$ cat config.mk
export PLATFORM = sky130hd
export DESIGN_NAME = fsmon_core
export DESIGN_NICKNAME = d
export VERILOG_FILES = /design/src/include/fsmon_pkg.sv /design/src/hdl/fsmon_sync.sv /design/src/hdl/fsmon_core.sv
export SDC_FILE = /design/constraint.sdc
export NUM_CORES = 1
export LEC_CHECK = 0
export ABC_CLOCK_PERIOD_IN_PS = 3370
export BUFFER_PORTS_ARGS = -buffer_cell sky130_fd_sc_hd__buf_2
export CAP_MARGIN = 0
export CORE_MARGIN = 2
export CORE_UTILIZATION = 40
export CTS_BUF_LIST = sky130_fd_sc_hd__clkbuf_4 sky130_fd_sc_hd__clkbuf_8
export CTS_CLUSTER_SIZE = 30
export DETAILED_ROUTE_END_ITERATION = 6
export GPL_ROUTABILITY_DRIVEN = 1
export HOLD_SLACK_MARGIN = 0.08
export PLACE_DENSITY = 0.62
export SYNTH_ARGS = -nofsm -noshare
export SYNTH_HDL_FRONTEND = slang
export SYNTH_HIERARCHICAL = 1
export SYNTH_SLANG_ARGS = --single-unit
export TNS_END_PERCENT = 50
$ cat constraint.sdc
create_clock -name ref_clk -period 3.37 [get_ports ref_clk]
set_clock_uncertainty 0.15 [all_clocks]
set_input_delay 0.5055 -clock ref_clk [delete_from_list [all_inputs] [get_ports ref_clk]]
set_output_delay 0.5055 -clock ref_clk [all_outputs]
set_load 0.01 [all_outputs]
$ cat src/include/fsmon_pkg.sv
package fsmon_pkg;
  // register indices; byte address is index times four
  localparam int AXI_AW = 12;
  localparam logic [9:0] IDX_CLEAR = 10'h003;
  localparam logic [9:0] IDX_PD_STATUS = 10'h021;
  localparam logic [9:0] IDX_STATUS = 10'h078;
  localparam logic [9:0] IDX_CTRL = 10'h0e0;
  localparam logic [1:0] RESP_OKAY = 2'h0;
  localparam logic [1:0] RESP_SLVERR = 2'h2;
  // status byte fields
  localparam int ST_BUSY = 7;
  localparam int ST_OFF = 6;
  localparam int ST_LAT_LO = 1;
  localparam int ST_LAT_HI = 5;
  // control fields
  localparam int CTL_INT_MODE = 0;
  localparam int CTL_HICCUP = 1;
  localparam int CTL_SECOND_OVERVOLTAGE_LEVEL_EN = 2;
  localparam int CTL_IVP_EN = 3;
  localparam int CTL_IVR_EN = 4;
  localparam int CTL_AVG_EN = 5;
  localparam logic [7:0] CTRL_RESET = 8'h06;
  localparam logic [7:0] STATUS_RESET = 8'h00;
  // asynchronous input positions
  localparam int IN_PG = 0;
  localparam int IN_SYS_OFF = 1;
  localparam int IN_FIRST_OVERVOLTAGE_LEVEL = 2;
  localparam int IN_SECOND_OVERVOLTAGE_LEVEL = 3;
  localparam int IN_PEAK = 4;
  localparam int IN_VIN_LOW = 5;
  localparam int IN_TSD = 6;
  localparam int IN_TWARN = 7;
  localparam int IN_AVG = 8;
  localparam int IN_VIN_HIGH = 9;
  localparam int IN_BOOTSTRAP_UNDERVOLTAGE = 10;
  localparam int IN_MODE = 11;
  localparam int IN_SWCLK = 12;
  localparam int IN_W = 13;
  // timing
  localparam int CLK_NS = 40;
  localparam int HICCUP_OFF_NS = 2000;
  localparam int HICCUP_OFF_CYC = (HICCUP_OFF_NS + CLK_NS - 1) / CLK_NS;
  localparam int HIC_CW = 6;
  localparam logic [3:0] BOOT_STOP_CYC = 4'h8;
  localparam logic [3:0] BOOT_REFRESH_CYC = 4'h4;
  typedef enum logic {HIC_RUN, HIC_OFF} fsmon_hic_t;
endpackage

$ cat src/hdl/fsmon_sync.sv
`timescale 1ns/10ps
module fsmon_sync #(
  parameter int W = 1
) (
  input wire logic ref_clk,
  input wire logic reset_n,
  input wire logic clk_en,
  input wire logic [W-1:0] din,
  output logic [W-1:0] dout
);
  genvar i;
  generate
    for (i = 0; i < W; i++) begin : g_bit
      logic meta_r;
      logic hold_r;
      always_ff @(posedge ref_clk or negedge reset_n) begin
        if (!reset_n) begin
          meta_r <= 1'b0;
          hold_r <= 1'b0;
        end else if (clk_en) begin
          meta_r <= din[i];
          hold_r <= meta_r;
        end
      end
      assign dout[i] = hold_r;
    end
  endgenerate
endmodule

$ cat src/hdl/fsmon_core.sv
// Implementation choices: the AXI4-Lite register port and the register addresses.
`timescale 1ns/10ps
module fsmon_core (
  input wire logic ref_clk,
  input wire logic reset_n,
  input wire logic clk_en,
  input wire logic [fsmon_pkg::AXI_AW-1:0] s_axi_awaddr,
  input wire logic s_axi_awvalid,
  output logic s_axi_awready,
  input wire logic [31:0] s_axi_wdata,
  input wire logic [3:0] s_axi_wstrb,
  input wire logic s_axi_wvalid,
  output logic s_axi_wready,
  output logic [1:0] s_axi_bresp,
  output logic s_axi_bvalid,
  input wire logic s_axi_bready,
  input wire logic [fsmon_pkg::AXI_AW-1:0] s_axi_araddr,
  input wire logic s_axi_arvalid,
  output logic s_axi_arready,
  output logic [31:0] s_axi_rdata,
  output logic [1:0] s_axi_rresp,
  output logic s_axi_rvalid,
  input wire logic s_axi_rready,
  input wire logic pg_above,
  input wire logic system_off,
  input wire logic first_overvoltage_level,
  input wire logic second_overvoltage_level,
  input wire logic peak_limit_event,
  input wire logic input_level_low,
  input wire logic thermal_shutdown,
  input wire logic thermal_warning,
  input wire logic avg_limit_reached,
  input wire logic input_protection_trip,
  input wire logic bootstrap_undervoltage,
  input wire logic mode_pin,
  input wire logic switch_clk,
  input wire logic startup_done,
  input wire logic field_busy,
  input wire logic soft_start_done,
  input wire logic micro_sleep,
  input wire logic internal_fb_sel,
  input wire logic nvm_boot_done,
  input wire logic [7:0] crc_computed,
  input wire logic [7:0] crc_stored,
  output logic fault_interrupt_pin_o,
  output logic fault_interrupt_pin_oe,
  output logic converter_enable,
  output logic power_stage_hiz,
  output logic forced_pulse_allow,
  output logic forward_only,
  output logic input_regulation_active,
  output logic boot_refresh,
  output logic power_good_mon,
  output logic hiccup_restart
);
  import fsmon_pkg::*;

  logic [IN_W-1:0] raw;
  logic [IN_W-1:0] syn;
  assign raw = {switch_clk, mode_pin, bootstrap_undervoltage, input_protection_trip,
                avg_limit_reached, thermal_warning, thermal_shutdown, input_level_low,
                peak_limit_event, second_overvoltage_level, first_overvoltage_level,
                system_off, pg_above};

  fsmon_sync #(.W(IN_W)) u_sync (
    .ref_clk(ref_clk),
    .reset_n(reset_n),
    .clk_en(clk_en),
    .din(raw),
    .dout(syn)
  );

  logic [7:0] ctrl_r;
  logic [4:0] lat_r;
  logic [6:0] live_prev_r;
  logic any_prev_r;
  logic flt_ind_r;
  logic tog_r;
  logic sw_prev_r;
  logic crc_fail_r;
  logic [3:0] boot_cnt_r;
  logic [HIC_CW-1:0] hic_cnt_r;
  fsmon_hic_t hic_r;
  logic aw_got_r;
  logic w_got_r;
  logic [9:0] aw_idx_r;
  logic [7:0] wd_r;
  logic wstb_r;
  logic bvalid_r;
  logic [1:0] bresp_r;
  logic rvalid_r;
  logic [31:0] rdata_r;
  logic [1:0] rresp_r;
  logic conv_en_r;
  logic hiz_r;
  logic forced_pulse_mode_r;
  logic fwd_r;
  logic ivr_r;
  logic refresh_r;
  logic pg_r;
  logic restart_r;

  // live condition decode
  wire int_mode = ctrl_r[CTL_INT_MODE];
  wire forced_pulse_mode_mode = syn[IN_MODE];
  wire first_overvoltage_level_ev = syn[IN_FIRST_OVERVOLTAGE_LEVEL] & soft_start_done & ~internal_fb_sel & ~micro_sleep;
  wire second_overvoltage_level_ev = syn[IN_SECOND_OVERVOLTAGE_LEVEL] & ctrl_r[CTL_SECOND_OVERVOLTAGE_LEVEL_EN];
  wire out_ev = first_overvoltage_level_ev | second_overvoltage_level_ev;
  wire cur_ev = syn[IN_PEAK];
  wire in_ev = syn[IN_VIN_LOW];
  wire temp_ev = syn[IN_TSD] | syn[IN_TWARN];
  wire crc_bad = nvm_boot_done & (crc_computed != crc_stored);
  wire ilf_ev = crc_bad | crc_fail_r;
  wire [4:0] ev = {out_ev, cur_ev, in_ev, temp_ev, ilf_ev};
  wire off_live = ~syn[IN_PG] | syn[IN_SYS_OFF];
  wire avg_flag = ctrl_r[CTL_AVG_EN] & syn[IN_AVG];
  wire [6:0] live = {off_live, ev, avg_flag};
  wire any_fault = |ev;

  // register bus decode
  wire wr_fire = aw_got_r & w_got_r & ~bvalid_r;
  wire wr_clear = wr_fire & (aw_idx_r == IDX_CLEAR);
  wire wr_status = wr_fire & (aw_idx_r == IDX_STATUS) & wstb_r;
  wire wr_ctrl = wr_fire & (aw_idx_r == IDX_CTRL) & wstb_r;
  wire wr_ok = (aw_idx_r == IDX_CLEAR) | (aw_idx_r == IDX_STATUS) | (aw_idx_r == IDX_CTRL)
               | (aw_idx_r == IDX_PD_STATUS);
  wire rd_fire = s_axi_arvalid & ~rvalid_r;
  wire [9:0] ar_idx = s_axi_araddr[AXI_AW-1:2];
  wire rd_clear = rd_fire & (ar_idx == IDX_CLEAR);
  wire [7:0] status_rd = {field_busy & startup_done, off_live & startup_done, lat_r,
                          1'b0};
  wire [7:0] pd_rd = {7'h00, avg_flag};
  wire rd_hit = (ar_idx == IDX_CLEAR) | (ar_idx == IDX_STATUS) | (ar_idx == IDX_CTRL)
                | (ar_idx == IDX_PD_STATUS);
  wire [7:0] rd_byte = (ar_idx == IDX_STATUS) ? status_rd :
                       (ar_idx == IDX_PD_STATUS) ? pd_rd :
                       (ar_idx == IDX_CTRL) ? ctrl_r : 8'h00;

  // sticky faults: a new event wins over any clear in the same cycle
  wire clr_all = wr_clear | rd_clear;
  wire [4:0] clr = {5{clr_all}} | ({5{wr_status}} & wd_r[ST_LAT_HI:ST_LAT_LO]);
  wire [4:0] lat_nxt = ev | (lat_r & ~clr);

  // pin behaviour
  wire live_change = |(live ^ live_prev_r);
  wire tog_nxt = tog_r ^ (int_mode & live_change);
  wire flt_nxt = (any_fault & ~any_prev_r)
                 | (flt_ind_r & any_fault & ~restart_r);

  // bootstrap undervoltage counting on switching edges
  wire sw_rise = syn[IN_SWCLK] & ~sw_prev_r;
  wire [3:0] boot_lim = forced_pulse_mode_mode ? BOOT_STOP_CYC : BOOT_REFRESH_CYC;
  wire boot_stop = syn[IN_BOOTSTRAP_UNDERVOLTAGE] & (boot_cnt_r >= boot_lim);
  wire [3:0] boot_nxt = ~syn[IN_BOOTSTRAP_UNDERVOLTAGE] ? 4'h0 :
                        (sw_rise & ~boot_stop) ? boot_cnt_r + 4'h1 : boot_cnt_r;

  // hiccup sequencing
  wire hic_start = (hic_r == HIC_RUN) & ctrl_r[CTL_HICCUP] & cur_ev;
  wire hic_done = (hic_r == HIC_OFF) & (hic_cnt_r == HIC_CW'(HICCUP_OFF_CYC - 1));
  fsmon_hic_t hic_nxt;
  always_comb begin
    case (hic_r)
      HIC_RUN: hic_nxt = hic_start ? HIC_OFF : HIC_RUN;
      HIC_OFF: hic_nxt = hic_done ? HIC_RUN : HIC_OFF;
      default: hic_nxt = HIC_RUN;
    endcase
  end

  // converter reactions
  wire ivp_susp = ctrl_r[CTL_IVP_EN] & syn[IN_VIN_HIGH];
  wire conv_nxt = ~syn[IN_TSD] & ~crc_fail_r & ~crc_bad & (hic_r == HIC_RUN) & ~hic_start
                  & ~boot_stop & ~syn[IN_SYS_OFF];
  wire ivr_nxt = ctrl_r[CTL_IVP_EN] & ctrl_r[CTL_IVR_EN] & forced_pulse_mode_mode;
  wire refresh_nxt = syn[IN_BOOTSTRAP_UNDERVOLTAGE] & ~forced_pulse_mode_mode & ~boot_stop;
  wire pg_nxt = syn[IN_PG] & soft_start_done;

  always_ff @(posedge ref_clk or negedge reset_n) begin
    if (!reset_n) begin
      ctrl_r <= CTRL_RESET;
      lat_r <= STATUS_RESET[ST_LAT_HI:ST_LAT_LO];
      live_prev_r <= 7'h00;
      any_prev_r <= 1'b0;
      flt_ind_r <= 1'b0;
      tog_r <= 1'b0;
      sw_prev_r <= 1'b0;
      crc_fail_r <= 1'b0;
      boot_cnt_r <= 4'h0;
    end else if (clk_en) begin
      if (wr_ctrl) begin
        ctrl_r <= wd_r;
      end
      lat_r <= lat_nxt;
      live_prev_r <= live;
      any_prev_r <= any_fault;
      flt_ind_r <= flt_nxt;
      tog_r <= tog_nxt;
      sw_prev_r <= syn[IN_SWCLK];
      crc_fail_r <= crc_fail_r | crc_bad;
      boot_cnt_r <= boot_nxt;
    end
  end

  always_ff @(posedge ref_clk or negedge reset_n) begin
    if (!reset_n) begin
      hic_r <= HIC_RUN;
      hic_cnt_r <= '0;
      restart_r <= 1'b0;
    end else if (clk_en) begin
      hic_r <= hic_nxt;
      hic_cnt_r <= (hic_r == HIC_OFF) ? hic_cnt_r + HIC_CW'(1) : '0;
      restart_r <= hic_done;
    end
  end

  always_ff @(posedge ref_clk or negedge reset_n) begin
    if (!reset_n) begin
      conv_en_r <= 1'b0;
      hiz_r <= 1'b0;
      forced_pulse_mode_r <= 1'b0;
      fwd_r <= 1'b0;
      ivr_r <= 1'b0;
      refresh_r <= 1'b0;
      pg_r <= 1'b0;
    end else if (clk_en) begin
      conv_en_r <= conv_nxt;
      hiz_r <= second_overvoltage_level_ev;
      forced_pulse_mode_r <= forced_pulse_mode_mode & ~ivp_susp;
      fwd_r <= ivp_susp;
      ivr_r <= ivr_nxt;
      refresh_r <= refresh_nxt;
      pg_r <= pg_nxt;
    end
  end

  // register bus slave: address and data taken in either order
  always_ff @(posedge ref_clk or negedge reset_n) begin
    if (!reset_n) begin
      aw_got_r <= 1'b0;
      w_got_r <= 1'b0;
      aw_idx_r <= 10'h000;
      wd_r <= 8'h00;
      wstb_r <= 1'b0;
      bvalid_r <= 1'b0;
      bresp_r <= RESP_OKAY;
    end else if (clk_en) begin
      if (s_axi_awvalid & s_axi_awready) begin
        aw_got_r <= 1'b1;
        aw_idx_r <= s_axi_awaddr[AXI_AW-1:2];
      end else if (wr_fire) begin
        aw_got_r <= 1'b0;
      end
      if (s_axi_wvalid & s_axi_wready) begin
        w_got_r <= 1'b1;
        wd_r <= s_axi_wdata[7:0];
        wstb_r <= s_axi_wstrb[0];
      end else if (wr_fire) begin
        w_got_r <= 1'b0;
      end
      if (wr_fire) begin
        bvalid_r <= 1'b1;
        bresp_r <= wr_ok ? RESP_OKAY : RESP_SLVERR;
      end else if (s_axi_bready) begin
        bvalid_r <= 1'b0;
      end
    end
  end

  always_ff @(posedge ref_clk or negedge reset_n) begin
    if (!reset_n) begin
      rvalid_r <= 1'b0;
      rdata_r <= 32'h0000_0000;
      rresp_r <= RESP_OKAY;
    end else if (clk_en) begin
      if (rd_fire) begin
        rvalid_r <= 1'b1;
        rdata_r <= {24'h000000, rd_byte};
        rresp_r <= rd_hit ? RESP_OKAY : RESP_SLVERR;
      end else if (s_axi_rready) begin
        rvalid_r <= 1'b0;
      end
    end
  end

  assign s_axi_awready = ~aw_got_r & ~bvalid_r;
  assign s_axi_wready = ~w_got_r & ~bvalid_r;
  assign s_axi_bvalid = bvalid_r;
  assign s_axi_bresp = bresp_r;
  assign s_axi_arready = ~rvalid_r;
  assign s_axi_rvalid = rvalid_r;
  assign s_axi_rdata = rdata_r;
  assign s_axi_rresp = rresp_r;
  // open drain: only ever pulls low
  assign fault_interrupt_pin_o = 1'b0;
  assign fault_interrupt_pin_oe = int_mode ? tog_r : flt_ind_r;
  assign converter_enable = conv_en_r;
  assign power_stage_hiz = hiz_r;
  assign forced_pulse_allow = forced_pulse_mode_r;
  assign forward_only = fwd_r;
  assign input_regulation_active = ivr_r;
  assign boot_refresh = refresh_r;
  assign power_good_mon = pg_r;
  assign hiccup_restart = restart_r;
endmodule

==> out/results.txt <==
Largest stage delay, worst path: 0.50 ns
Initial antenna violation count: 0
Crit path max-delay family: compound AO/OA/AOI/OAI gates
Final setup fails: 0
Clock Latency Late Sink: 0.38 ns
Layout Area Growth over Synthesis: 13.04%
Horiz. Die Dim: 116.8 um
H-Tree Depth: 3
Synth warnings: 6
Routed vias/inst: 4.802
Top cells by count, synth: dfrtp_1 (100), buf_4 (40), nand2_1 (34)
WP data required: 3.52 ns
Die ar.: 13,650 sq um
Final hold vios: 0
Syn Std Cell Area: 5094 sq um
Final nets: 635
Starting density of the core: 0.4069
Worst slew margin: 0.5852
Die span in y: 116.8 um
Number of core rows: 41
Pre-CTS WS: 0.8434 ns
Slew @ Worst Pin: 0.6221 ns
Kind of critical path: reg2reg
Post-synth ARST share: 1.000
Setup slack, reg-to-reg: 1.07 ns
Max cap viols: 0
VDD IR max: 290.7 uV
Pins over their slew limit: 0
Top Layer Used: met4
CP endpoint kind: flop
Post-CTS setup buffers: 0
Buf+Inv Stages, Crit Path: 1
Mux contribution to synthesized area: 0.1464
Crit path cell chain: inv_1 -> ha_1 -> a21bo_2 -> a2111oi_2 -> nand2_1 -> or3_1 -> o21ai_0
Synth Area in XOR/XNOR: 0.02751
Clk pin slew, worst setup/hold paths: 0.10 ns
RSZ-0062 raised after global routing: false
Most common cell in the netlist: dfrtp_1
Ratio of cells with drive above 1 in the final layout: 0.3503
GRT Overall Usage: 0.1541
Power Density: 537.9 nW/um^2
Critical-path top delay cell: a2111oi_2
CTS tree: done
Met3 routed WL: 600 um
Vias: 3,376
Resized Gates After CTS: 0
Area share of the largest cell type after synthesis: 0.4913
First-pass GRT wire length: 16,180 um
Post-synthesis compound-gate area fraction: 0.1029
Yosys top cell by area: dfrtp_1
Internal power: 0.002200 W
Final min period: 2.297 ns
Fmax: 435.4 MHz
Antenna diodes: 0
Sw power: 0.0008973 W
Final ANT Viol Nets: 0
# clock sinks: 102
Sw Share: 0.2897
Final instance area: 5758 sq um
Largest family of logic cells by synthesized area: multiplexers
Pleak: 2.760 nW
Outcome: complete, no violations
DRC viols: 0
Vias in the first global route: 3,302
Metal-1 WL: 4753 um
Fin crit share: 0.6815
Clock power share: 0.269
Ports: 154
Syn_area_per_cell: 11.55 sq um
EDFF count, synth: 0
Multi-input gate area: 2141 sq um
WL final: 10,100 um
Filler cells: 1,211
Mapped Cells: 441
Register Area: 2555 sq um
Seq pwr share: 0.524
Top post-synthesis cells by area: dfrtp_1 (49%), mux2_4 (8.3%), mux2_2 (6.2%), buf_4 (5.9%), o21ai_0 (3.2%)
Synth unique cells: 60
Critical Path AT: 2.45 ns
Combinational power share: 0.207
Placed instance area: 5535 sq um
Fin Hold WS: 0.1882 ns
HPWL after detailed placement: 7632 um
Pin count of the biggest net entering global routing: 51
Clk root buf: clkbuf_8
Prevailing post-synth register cell: dfrtp_1
First DRT Iteration DRCs: 88
Num CTS Buffers: 9
Core area: 12,520 sq um
Placer congestion estimate: 0.7920
Hold buffers post-CTS: 1
Register bit total from synthesis: 102
Fraction of the mapped netlist area in adder cells: 0.01474
Wire per inst: 14.36 um
Final setup TNS: 0 ns
Routed length on met2: 4447 um
Register area share after synthesis: 0.5016
Cell Count, Final, Fillers Out: 703
Worst setup SP type: flop
PnR worst setup slack: 1.073 ns
Hold Path Class: in2reg
Placed Instances: 686
Post-synthesis simple-gate area fraction: 0.1088
Global route total overflow: 0
Port bufs: 95
CTS max path bufs: 2
Drt pass-1 iters: 6
CP Max Fanout: 5
logic make-up (layout without fill, tap and decap cells):
| group | count (synthesis) | count (layout) |
|---|---|---|
| buffers and inverters | 78 | 142 |
| other | 1 | 27 |
| AO/OA/AOI/OAI | 78 | 78 |
| multiplexers | 57 | 57 |
| AND/OR/NAND/NOR | 103 | 103 |
| flip-flops | 102 | 102 |
| adder cells (fa/ha/maj) | 6 | 6 |
| XOR/XNOR | 16 | 16 |
registers in the layout, indices dropped and copies added, names as in the netlist, 4 cells and up:
register             count
live_prev_r              7
u_sync/g_bit.hold_r     13
ctrl_r                   8
boot_cnt_r               4
s_axi_rdata              8
u_sync/g_bit.meta_r     13
hic_cnt_r                6
wd_r                     8
lat_r                    5
aw_idx_r                10
worst paths after layout:
path,end,depth (start not counted),from
worst max-delay path,boot_cnt_r[2]$_DFFE_PN0P_,7,u_sync/g_bit[11].hold_r$_DFFE_PN0P_
worst min-delay path,wd_r[5]$_DFFE_PN0P_,3,s_axi_wdata[5]
worst max register to register,boot_cnt_r[2]$_DFFE_PN0P_,7,u_sync/g_bit[11].hold_r$_DFFE_PN0P_
worst min register to register,s_axi_rdata[5]$_DFFE_PN0P_,2,s_axi_rdata[5]$_DFFE_PN0P_
max in group asynchronous,ctrl_r[2]$_DFFE_PN1P_,3,reset_n
min in group asynchronous,u_sync/g_bit[0].meta_r$_DFFE_PN0P_,2,reset_n
cell type report:
type,instances,area share
tap,172,0.03738
inverter,21,0.01369
clock buffer,9,0.02151
timing repair buffer,105,0.09648
clock inverter,7,0.01543
multi-input combinational,287,0.3718
sequential,102,0.4437
per-layer routing:
| metal | GRT usage | vias up |
|---|---|---|
| li1 | - | 1652 |
| met2 | 0.2266 | 99 |
| met3 | 0.04119 | 18 |
| met4 | 0.07451 | 0 |
| met1 | 0.2124 | 1607 |
| met5 | 0 | - |
per-stage QoR:
step | power [W] | util
floorplan | 0.002111 | -
global placement | 0.002263 | 0.4422
detailed placement | 0.002301 | 0.4422
CTS | 0.003131 | 0.4600
global route | 0.003292 | 0.4600
finish | 0.003097 | 0.4600
worst min-delay path: stages:
cell     delay [ns]
buf_2          0.08
nand2_1        0.04
o21ai_0        0.06
cells in the final DEF (no fill, tap or decap), drive strengths merged, types with 3 or more instances in the layout:
master and n:
clkinv 5, clkbuf 9, a22o 5, inv 21, ha 6, nand2 34, a32oi 3, conb 27
nor2 15, a21o 7, and2 3, or2 3, or3 4, nor3b 3, a41oi 3, a21oi 6
buf 104, nand3 9, nand2b 4, nor3 7, dfrtp 100, mux2 56, xor2 12, xnor2 4
nand4 5, a31oi 3, o21ai 33, nor2b 3, a22oi 5
power groups by stage:
stage / Clock, W / Sequential, W / Combinational (W)
after floorplan: 0 / 0.00160 / 0.000515
after global placement: 0 / 0.00164 / 0.000625
after detailed placement: 0 / 0.00165 / 0.000651
after CTS: 0.000852 / 0.00163 / 0.000653
after global routing: 0.000913 / 0.00166 / 0.000721
final: 0.000833 / 0.00162 / 0.000642
Note: power is estimated with default switching activity, not from simulation.
